### src/verilog/piwd_pkg.sv
// shared constants and types of the backplane window decoder and plc end
package piwd_pkg;
  // backplane address spaces
  localparam int AREA_BYTES = 256;
  localparam int IMAGE_BYTES = 128;
  localparam int IMAGE_WORDS = IMAGE_BYTES / 2;
  localparam int NMOD = 8;
  // board register windows, sizes in bytes, and the interrupt word address
  localparam logic [8:0] COMM_BYTES = 9'h004;
  localparam logic [8:0] DIAG_BYTES = 9'h004;
  localparam logic [8:0] CMD_BYTES = 9'h002;
  localparam logic [7:0] IRQ_WORD_ADDR = 8'h00;
  // diagnostic status word bit positions
  localparam int FLT_RB = 0;
  localparam int FLT_LB = 1;
  localparam int FLT_CTRL = 2;
  localparam int FLT_MOD = 3;
  localparam int DIAG_MISMATCH = 4;
  localparam int NFLT = 4;
  // reset values
  localparam logic [15:0] RDATA_RST = 16'h0000;
  localparam logic [7:0] ADDR_RST = 8'h00;
  // plc waits this long for an acknowledgement before giving up
  localparam int CLK_PERIOD_NS = 20;
  localparam int ACK_TIMEOUT_NS = 10000;
  localparam int ACK_TIMEOUT_CYC = ACK_TIMEOUT_NS / CLK_PERIOD_NS;
  // what an accepted backplane access hit
  typedef enum logic [2:0] {
    K_NONE = 3'h0,
    K_COMM = 3'h1,
    K_IRQ = 3'h2,
    K_DIAG = 3'h3,
    K_CMD = 3'h4,
    K_MOD = 3'h5,
    K_GAP = 3'h6
  } piwd_kind_t;
  // plc end sequencer states
  typedef enum logic [1:0] {
    ST_IDLE = 2'h0,
    ST_ISSUE = 2'h1,
    ST_WAIT = 2'h2
  } piwd_hst_t;
endpackage : piwd_pkg

### src/verilog/piwd_bus_if.sv
// backplane io bus between plc cpu and window decoder board
`timescale 1ns/1ps
interface piwd_bus_if (
  input wire logic clk_i,
  input wire logic rst_i
);
  logic req;
  logic wr;
  logic ext;
  logic [7:0] addr;
  logic [15:0] wdata;
  logic ack;
  logic [15:0] rdata;
  logic io_ready;
  logic irq;
  modport plc (
    output req, wr, ext, addr, wdata,
    input ack, rdata, io_ready, irq
  );
  modport board (
    input req, wr, ext, addr, wdata,
    output ack, rdata, io_ready, irq
  );
endinterface : piwd_bus_if

### src/verilog/piwd_board.sv
// window decoder and acknowledge logic of the fieldbus board
`timescale 1ns/1ps
module piwd_board (
  // clock and reset
  input wire logic clk_i,
  input wire logic rst_i,
  // backplane
  piwd_bus_if.board bus,
  // switch and jumper settings
  input wire logic [7:0] win_in_base_i,
  input wire logic [7:0] win_in_len_i,
  input wire logic [7:0] win_out_base_i,
  input wire logic [7:0] win_out_len_i,
  input wire logic win_ext_i,
  input wire logic [7:0] comm_base_i,
  input wire logic comm_ext_i,
  input wire logic window_acknowledge_mode_i,
  input wire logic logical_addr_i,
  input wire logic controlled_start_i,
  input wire logic irq_enable_i,
  input wire logic ack_delay_on_err_i,
  // module map
  input wire logic [piwd_pkg::NMOD-1:0] mod_present_i,
  input wire logic [piwd_pkg::NMOD-1:0] mod_expected_i,
  input wire logic [piwd_pkg::NMOD-1:0][2:0] mod_in_words_i,
  input wire logic [piwd_pkg::NMOD-1:0][2:0] mod_out_words_i,
  input wire logic [piwd_pkg::NMOD-1:0][7:0] mod_in_base_i,
  input wire logic [piwd_pkg::NMOD-1:0][7:0] mod_out_base_i,
  // module data
  output logic [2:0] mod_rd_mod_o,
  output logic [2:0] mod_rd_off_o,
  input wire logic [15:0] mod_rd_data_i,
  output logic mod_wr_stb_o,
  output logic [2:0] mod_wr_mod_o,
  output logic [2:0] mod_wr_off_o,
  output logic [15:0] wr_data_o,
  // communication and command registers
  input wire logic [31:0] comm_in_i,
  output logic comm_wr_stb_o,
  output logic comm_wr_idx_o,
  output logic cmd_wr_stb_o,
  // diagnostics and status
  input wire logic remote_bus_fault_i,
  input wire logic local_bus_fault_i,
  input wire logic ctrl_fault_i,
  input wire logic module_fault_i,
  input wire logic [15:0] err_param_i,
  input wire logic io_ready_i,
  input wire logic irq_req_i,
  input wire logic [7:0] irq_num_i,
  output logic ack_withheld_o,
  output logic removal_blind_o
);
  typedef struct packed {
    logic busy;
    piwd_pkg::piwd_kind_t kind;
    logic off;
    logic ack;
    logic [15:0] rdata;
    logic [2:0] rd_mod;
    logic [2:0] rd_off;
    logic wr_stb;
    logic [2:0] wr_mod;
    logic [2:0] wr_off;
    logic [15:0] wr_data;
    logic comm_stb;
    logic comm_idx;
    logic cmd_stb;
    logic [piwd_pkg::NFLT-1:0] f1;
    logic [piwd_pkg::NFLT-1:0] f2;
    logic [piwd_pkg::NFLT-1:0] f3;
    logic [piwd_pkg::NFLT-1:0] flt;
    logic [15:0] eparam;
    logic io_ready;
    logic irq;
    logic blind;
    logic withhold;
  } piwd_bst_t;

  piwd_bst_t q;
  piwd_bst_t d;
  piwd_pkg::piwd_kind_t kind;
  logic [2:0] hmod;
  logic [2:0] hoff;
  logic hoff1;
  logic [8:0] aw;
  logic [8:0] wbase;
  logic [8:0] run;
  logic [8:0] mb;
  logic [2:0] words;
  logic use_log;
  logic mismatch;
  logic in_win;
  logic [15:0] diag_word;

  // true when byte address a lies in [base, base+len)
  function automatic logic in_rng(input logic [8:0] a,
                                  input logic [8:0] base,
                                  input logic [8:0] len);
    logic [8:0] diff;
    diff = a - base;
    return (a >= base) && (diff < len);
  endfunction : in_rng

  // word offset of byte address a from base
  function automatic logic [2:0] woff(input logic [8:0] a,
                                      input logic [8:0] base);
    logic [8:0] diff;
    diff = a - base;
    return diff[3:1];
  endfunction : woff

  always_comb begin
    d = q;
    d.ack = 1'b0;
    d.wr_stb = 1'b0;
    d.comm_stb = 1'b0;
    d.cmd_stb = 1'b0;
    // fault pins: three stages, a change counts once stages two and three agree
    d.f1 = {module_fault_i, ctrl_fault_i, local_bus_fault_i,
            remote_bus_fault_i};
    d.f2 = q.f1;
    d.f3 = q.f2;
    if (q.f2 == q.f3) begin
      d.flt = q.f3;
    end
    d.eparam = err_param_i;
    d.io_ready = io_ready_i;
    d.irq = irq_req_i & irq_enable_i;
    mismatch = logical_addr_i && (mod_present_i != mod_expected_i);
    use_log = logical_addr_i | (controlled_start_i &
              ~window_acknowledge_mode_i);
    d.blind = ~use_log;
    d.withhold = ack_delay_on_err_i & (|q.flt);
    // decode is word granular, byte 1 follows byte 0
    aw = {1'b0, bus.addr[7:1], 1'b0};
    kind = piwd_pkg::K_NONE;
    hmod = 3'h0;
    hoff = 3'h0;
    hoff1 = 1'b0;
    wbase = bus.wr ? {1'b0, win_out_base_i} : {1'b0, win_in_base_i};
    run = wbase;
    mb = wbase;
    words = 3'h0;
    in_win = in_rng(aw, wbase, bus.wr ? {1'b0, win_out_len_i} :
                    {1'b0, win_in_len_i});
    // communication words win over every other setting
    if (bus.ext == comm_ext_i &&
        in_rng(aw, {1'b0, comm_base_i}, piwd_pkg::COMM_BYTES)) begin
      kind = piwd_pkg::K_COMM;
      hoff1 = aw[1];
    end else if (!bus.wr && !bus.ext && irq_enable_i &&
                 aw[7:0] == piwd_pkg::IRQ_WORD_ADDR) begin
      kind = piwd_pkg::K_IRQ;
    end else if (bus.ext == win_ext_i) begin
      // diagnostic and command words sit just below the window bases
      if (!bus.wr && in_rng(aw, wbase - piwd_pkg::DIAG_BYTES,
                            piwd_pkg::DIAG_BYTES)) begin
        kind = piwd_pkg::K_DIAG;
        hoff1 = aw[1];
      end else if (bus.wr && in_rng(aw, wbase - piwd_pkg::CMD_BYTES,
                                    piwd_pkg::CMD_BYTES)) begin
        kind = piwd_pkg::K_CMD;
      end else begin
        for (int i = 0; i < piwd_pkg::NMOD; i++) begin
          words = bus.wr ? mod_out_words_i[i] : mod_in_words_i[i];
          mb = use_log ? {1'b0, (bus.wr ? mod_out_base_i[i] :
                                 mod_in_base_i[i]) & 8'hFE} : run;
          if (kind == piwd_pkg::K_NONE && mod_present_i[i] &&
              words != 3'h0 && in_rng(aw, mb, {5'h00, words, 1'b0})) begin
            kind = piwd_pkg::K_MOD;
            hmod = 3'(i);
            hoff = woff(aw, mb);
          end
          // undetected modules take no addresses
          if (mod_present_i[i]) begin
            run = run + {5'h00, words, 1'b0};
          end
        end
        // window mode answers module addresses only inside the windows, gaps read zero
        if (window_acknowledge_mode_i) begin
          if (!in_win) begin
            kind = piwd_pkg::K_NONE;
          end else if (kind == piwd_pkg::K_NONE) begin
            kind = piwd_pkg::K_GAP;
          end
        end
      end
    end
    // accept: writes are passed on at once, reads answer next cycle
    // the error jumper never silences the communication words
    if (bus.req && !q.busy && kind != piwd_pkg::K_NONE &&
        (!q.withhold || kind == piwd_pkg::K_COMM)) begin
      d.busy = 1'b1;
      d.kind = kind;
      d.off = hoff1;
      d.rd_mod = hmod;
      d.rd_off = hoff;
      if (bus.wr) begin
        d.wr_data = bus.wdata;
        d.wr_mod = hmod;
        d.wr_off = hoff;
        d.wr_stb = (kind == piwd_pkg::K_MOD);
        d.comm_stb = (kind == piwd_pkg::K_COMM);
        d.comm_idx = hoff1;
        d.cmd_stb = (kind == piwd_pkg::K_CMD);
      end
    end
    diag_word = 16'h0000;
    diag_word[piwd_pkg::NFLT-1:0] = q.flt;
    diag_word[piwd_pkg::DIAG_MISMATCH] = mismatch;
    // answer phase: rdata stands with the one-cycle acknowledge
    if (q.busy) begin
      d.busy = 1'b0;
      d.ack = 1'b1;
      d.kind = piwd_pkg::K_NONE;
      case (q.kind)
        piwd_pkg::K_COMM: d.rdata = q.off ? comm_in_i[15:0] :
                                    comm_in_i[31:16];
        piwd_pkg::K_IRQ: d.rdata = {irq_num_i, 8'h00};
        piwd_pkg::K_DIAG: d.rdata = q.off ? q.eparam : diag_word;
        piwd_pkg::K_MOD: d.rdata = mod_rd_data_i;
        default: d.rdata = piwd_pkg::RDATA_RST;
      endcase
    end
  end

  // single state register; faults reset to clear
  always_ff @(posedge clk_i) begin
    if (rst_i) begin
      q <= '0;
    end else begin
      q <= d;
    end
  end

  // outputs straight from the state register
  assign bus.ack = q.ack;
  assign bus.rdata = q.rdata;
  assign bus.io_ready = q.io_ready;
  assign bus.irq = q.irq;
  assign mod_rd_mod_o = q.rd_mod;
  assign mod_rd_off_o = q.rd_off;
  assign mod_wr_stb_o = q.wr_stb;
  assign mod_wr_mod_o = q.wr_mod;
  assign mod_wr_off_o = q.wr_off;
  assign wr_data_o = q.wr_data;
  assign comm_wr_stb_o = q.comm_stb;
  assign comm_wr_idx_o = q.comm_idx;
  assign cmd_wr_stb_o = q.cmd_stb;
  assign ack_withheld_o = q.withhold;
  assign removal_blind_o = q.blind;
endmodule : piwd_board

### src/flat_wrapper.sv
// flat-port wrapper written by rule: the top's interface ports become plain ports
module piwd_board_flat 
  (clk_i, rst_i, win_in_base_i, win_in_len_i, win_out_base_i, win_out_len_i, win_ext_i, comm_base_i, comm_ext_i, window_acknowledge_mode_i, logical_addr_i, controlled_start_i, irq_enable_i, ack_delay_on_err_i, mod_present_i, mod_expected_i, mod_in_words_i, mod_out_words_i, mod_in_base_i, mod_out_base_i, mod_rd_mod_o, mod_rd_off_o, mod_rd_data_i, mod_wr_stb_o, mod_wr_mod_o, mod_wr_off_o, wr_data_o, comm_in_i, comm_wr_stb_o, comm_wr_idx_o, cmd_wr_stb_o, remote_bus_fault_i, local_bus_fault_i, ctrl_fault_i, module_fault_i, err_param_i, io_ready_i, irq_req_i, irq_num_i, ack_withheld_o, removal_blind_o, bus_req, bus_wr, bus_ext, bus_addr, bus_wdata, bus_ack, bus_rdata, bus_io_ready, bus_irq);
  piwd_bus_if bus_i (.clk_i(clk_i), .rst_i(rst_i));
  input wire logic clk_i;
  input wire logic rst_i;
  input wire logic [7:0] win_in_base_i;
  input wire logic [7:0] win_in_len_i;
  input wire logic [7:0] win_out_base_i;
  input wire logic [7:0] win_out_len_i;
  input wire logic win_ext_i;
  input wire logic [7:0] comm_base_i;
  input wire logic comm_ext_i;
  input wire logic window_acknowledge_mode_i;
  input wire logic logical_addr_i;
  input wire logic controlled_start_i;
  input wire logic irq_enable_i;
  input wire logic ack_delay_on_err_i;
  input wire logic [piwd_pkg::NMOD-1:0] mod_present_i;
  input wire logic [piwd_pkg::NMOD-1:0] mod_expected_i;
  input wire logic [piwd_pkg::NMOD-1:0][2:0] mod_in_words_i;
  input wire logic [piwd_pkg::NMOD-1:0][2:0] mod_out_words_i;
  input wire logic [piwd_pkg::NMOD-1:0][7:0] mod_in_base_i;
  input wire logic [piwd_pkg::NMOD-1:0][7:0] mod_out_base_i;
  output logic [2:0] mod_rd_mod_o;
  output logic [2:0] mod_rd_off_o;
  input wire logic [15:0] mod_rd_data_i;
  output logic mod_wr_stb_o;
  output logic [2:0] mod_wr_mod_o;
  output logic [2:0] mod_wr_off_o;
  output logic [15:0] wr_data_o;
  input wire logic [31:0] comm_in_i;
  output logic comm_wr_stb_o;
  output logic comm_wr_idx_o;
  output logic cmd_wr_stb_o;
  input wire logic remote_bus_fault_i;
  input wire logic local_bus_fault_i;
  input wire logic ctrl_fault_i;
  input wire logic module_fault_i;
  input wire logic [15:0] err_param_i;
  input wire logic io_ready_i;
  input wire logic irq_req_i;
  input wire logic [7:0] irq_num_i;
  output logic ack_withheld_o;
  output logic removal_blind_o;
  input wire logic [$bits(bus_i.req)-1:0] bus_req;
  input wire logic [$bits(bus_i.wr)-1:0] bus_wr;
  input wire logic [$bits(bus_i.ext)-1:0] bus_ext;
  input wire logic [$bits(bus_i.addr)-1:0] bus_addr;
  input wire logic [$bits(bus_i.wdata)-1:0] bus_wdata;
  output wire logic [$bits(bus_i.ack)-1:0] bus_ack;
  output wire logic [$bits(bus_i.rdata)-1:0] bus_rdata;
  output wire logic [$bits(bus_i.io_ready)-1:0] bus_io_ready;
  output wire logic [$bits(bus_i.irq)-1:0] bus_irq;
  assign bus_i.req = bus_req;
  assign bus_i.wr = bus_wr;
  assign bus_i.ext = bus_ext;
  assign bus_i.addr = bus_addr;
  assign bus_i.wdata = bus_wdata;
  assign bus_ack = bus_i.ack;
  assign bus_rdata = bus_i.rdata;
  assign bus_io_ready = bus_i.io_ready;
  assign bus_irq = bus_i.irq;
  piwd_board u_core (.clk_i(clk_i), .rst_i(rst_i), .bus(bus_i), .win_in_base_i(win_in_base_i), .win_in_len_i(win_in_len_i), .win_out_base_i(win_out_base_i), .win_out_len_i(win_out_len_i), .win_ext_i(win_ext_i), .comm_base_i(comm_base_i), .comm_ext_i(comm_ext_i), .window_acknowledge_mode_i(window_acknowledge_mode_i), .logical_addr_i(logical_addr_i), .controlled_start_i(controlled_start_i), .irq_enable_i(irq_enable_i), .ack_delay_on_err_i(ack_delay_on_err_i), .mod_present_i(mod_present_i), .mod_expected_i(mod_expected_i), .mod_in_words_i(mod_in_words_i), .mod_out_words_i(mod_out_words_i), .mod_in_base_i(mod_in_base_i), .mod_out_base_i(mod_out_base_i), .mod_rd_mod_o(mod_rd_mod_o), .mod_rd_off_o(mod_rd_off_o), .mod_rd_data_i(mod_rd_data_i), .mod_wr_stb_o(mod_wr_stb_o), .mod_wr_mod_o(mod_wr_mod_o), .mod_wr_off_o(mod_wr_off_o), .wr_data_o(wr_data_o), .comm_in_i(comm_in_i), .comm_wr_stb_o(comm_wr_stb_o), .comm_wr_idx_o(comm_wr_idx_o), .cmd_wr_stb_o(cmd_wr_stb_o), .remote_bus_fault_i(remote_bus_fault_i), .local_bus_fault_i(local_bus_fault_i), .ctrl_fault_i(ctrl_fault_i), .module_fault_i(module_fault_i), .err_param_i(err_param_i), .io_ready_i(io_ready_i), .irq_req_i(irq_req_i), .irq_num_i(irq_num_i), .ack_withheld_o(ack_withheld_o), .removal_blind_o(removal_blind_o));
endmodule
### config.mk
export PLATFORM = sky130hd
export DESIGN_NAME = piwd_board_flat
export DESIGN_NICKNAME = d
export VERILOG_FILES = /design/src/verilog/piwd_pkg.sv /design/src/verilog/piwd_bus_if.sv /design/src/verilog/piwd_board.sv /design/src/flat_wrapper.sv
export SDC_FILE = /design/constraint.sdc
export NUM_CORES = 1
export LEC_CHECK = 0
export ABC_AREA = 1
export BUFFER_PORTS_ARGS = -buffer_cell sky130_fd_sc_hd__buf_2
export CORE_UTILIZATION = 44
export CTS_CLUSTER_DIAMETER = 200
export DETAILED_ROUTE_END_ITERATION = 16
export PLACE_DENSITY = 0.71
export SLEW_MARGIN = 20
export SYNTH_ARGS = -nofsm -noshare
export SYNTH_HDL_FRONTEND = slang
export SYNTH_SLANG_ARGS = --single-unit
### constraint.sdc
create_clock -name clk_i -period 12.3 [get_ports clk_i]
set_input_delay 1.23 -clock clk_i [delete_from_list [all_inputs] [get_ports clk_i]]
set_output_delay 1.23 -clock clk_i [all_outputs]
set_load 0.01 [all_outputs]
==> reports/qor.txt <==
TNS Setup: 0 ns
All-Layer GR Usage: 27.53%
Synth Instances: 2029
Synthesis Warnings: 0
Die Wd: 171.3 um
design area: 14890 um^2
unrepaired setup endpoints after global routing: false
Synth area leader: nand2_1
CP startpoint kind: input pin
1st-pass router iterations: 5
Clock H-tree levels: 3
WL/cell: 15.33 um
GRT overflow: 0
Crit Path Category: in -> reg
via count: 14.21k
Synth Cell Area: 12610 um^2
IO Pins: 399
routed wire length: 41710 um
max_cap viols: 0
1st-iter DRT viols: 862
# diodes: 0
PortBufs: 381
Min Clock Period, post-route: 11.54 ns
dpl hpwl: 33840 um
actual slew at the worst max-slew pin: 1.087 ns
Syn Area/Cell: 6.213 um^2
ys async rst share: 0%
Placement Cell Area: 14540 um^2
Max clock buf depth: 2
Nets: 2842
CP endpoint kind: flip-flop
Die ar.: 29330 um^2
crit-path max FO: 16
row count: 61
Worst Hold Class: reg -> reg
CP max stage cell: nor4b_1
Area growth, synth to finish: 18.12%
Distinct cells, synth: 62
Max Freq: 0.08666 GHz
Clock transition at path regs: 0.07 ns
CTS tree: yes
max incr delay on CP: 0.53 ns
outcome: finished, final reports clean
core area: 28010 um^2
Synth top area share: 14.62%
Clock Sinks: 90
hold slack: 0.4020 ns
dominant cells by area after synthesis: nand2_1 15%, dfxtp_1 14%, ha_1 14%
max_slew headroom: 27.43%
number of synthesized flops with an enable pin: 0
DR DRC count: 0
Slew Viols, Final: 0
worst vdd ir: 0.00006733 V
post-layout util: 53.16%
pin count of the biggest net entering global routing: 64
clock skew: 0.005903 ns
gpl congestion: 0.9549
Buf+Inv Stages, Crit Path: 13
cts hold-fix bufs: 0
Crit path max-delay family: adder cells
Final setup viols: 0
DR vias/cell: 5.224
antenna violations before repair: 1
DRT antenna net count: 0
root buf cell: clkbuf_16
Seq/Total Area, Yosys: 14.29%
Num CTS Buffers: 9
vias in the first global route: 12.93k
Post-synth top flop: dfxtp_1
Starting Density: 45.00%
fillers: 2870
synthesized flop and latch total: 90
leakage power: 8.161 nW
Die Ht: 171.3 um
power density over the cells: 99.12 nW/um^2
cell mode on critical path: inv_1
Worst Path Arrival: 11.81 ns
fraction of layout cells with a size suffix above 1: 21.04%
R2R setup slack: 9.59 ns
Final period util: 93.81%
WP data required: 12.57 ns
clk_lat worst skew: 0.34 ns
Syn Nets: 2533
first-pass GRT wire length: 63840 um
final hold violations: 0
-- placed cells by master, fill, tap and decap left out, drive strengths merged, types with 10 or more instances in the layout --
master and instances:
dfxtp 90, nor2 217, o21bai 10, buf 398, nor3 24, o21ai 148
nand3 135, ha 140, a21oi 88, nand3b 10, o211ai 10, nand4 31
fa 18, or2 30, mux2i 16, xnor2 31, nand2 510, a31oi 13
inv 276, xor2 46
-- registers in the layout, indices dropped and copies added (netlist names), 3 cells and up --
register and count:
u_core.q 25, u_core.mod_rd_mod_o 3, u_core.bus.rdata 16, u_core.mod_rd_off_o 3, u_core.wr_data_o 16, u_core.mod_wr_mod_o 3, u_core.diag_word 4, u_core.mod_wr_off_o 3
u_core.d 8
-- where the power goes --
group,internal (mW),leakage [nW],switching (mW)
registers,0.303,0.733,0.00512
clock network,0.201,0.164,0.120
logic,0.329,7.26,0.518
-- synthesized netlist by cell type (10+ instances only) --
cell / instances
nand4_1: 29
nand2_2: 19
nand3_1: 128
or2_2: 28
ha_1: 140
mux2i_1: 16
o21bai_1: 10
dfxtp_1: 90
buf_4: 49
a31oi_1: 13
o211ai_1: 10
nor3_1: 24
fa_1: 18
xnor2_1: 31
xor2_1: 46
inv_1: 266
nand3b_1: 10
nand2_1: 491
a21oi_1: 85
o21ai_0: 142
clkbuf_1: 37
nor2_1: 213
-- worst paths after layout --
check | endpoint | startpoint | depth (start not counted)
hold reg to reg | u_core.d[26] | u_core.d[30] | 2
hold / removal | u_core.d[26] | u_core.d[30] | 2
setup / recovery | u_core.q[88] | bus_wr | 49
setup reg to reg | u_core.bus.rdata[5] | u_core.q[85] | 5
-- metrics by stage --
step           cells  setup WS (ns)  total power, mW
2_1_floorplan   2029          1.449           0.9211
3_3_place_gp    2705         0.4915            1.131
3_5_place_dp    2705         0.2290            1.151
4_1_cts         2721         0.5283            1.475
5_1_grt         2721        0.01528            1.605
6_report        2721         0.7611            1.476
-- metal layers --
layer	part of all wire, %	track usage, %
met1	43	34.29
met2	48	48.83
met3	6.7	3.543
met4	2.5	8.696
met5	0.034	0
-- kinds of logic after synthesis --
family | after synthesis | share of synthesized area [%]
flip-flops | 90 | 14.29
buffers and inverters | 375 | 12.79
AND/OR/NAND/NOR | 975 | 33.44
adder cells (fa/ha/maj) | 158 | 16.75
AO/OA/AOI/OAI | 338 | 16.10
XOR/XNOR | 77 | 5.350
multiplexers | 16 | 1.270
-- area by class of cell --
| class | count | area [um^2] | area share [%] |
|---|---|---|---|
| clock inverters | 7 | 125.1 | 0.8403 |
| inverters | 275 | 1032 | 6.932 |
| clock buffers | 9 | 225.2 | 1.512 |
| well taps | 378 | 473.0 | 3.176 |
| flip-flops and latches | 90 | 1802 | 12.10 |
| repair buffers | 398 | 2037 | 13.68 |
| multi-input cells | 1564 | 9196 | 61.76 |
-- worst register-to-register path, cell delays in order, from the launching register on --
cell	delay, ns
dfxtp_1	1.03
inv_1	0.65
nor3_1	0.55
nand2_1	0.18
nand3_1	0.13
a22o_1	0.12
-- repair_timing --
| action | in CTS | in global routing |
|---|---|---|
| gates resized for setup | 0 | 2 |
| buffers inserted | 0 | 0 |
| setup endpoints to repair | 0 | 34 |
Power figures use the tool's default switching activity.
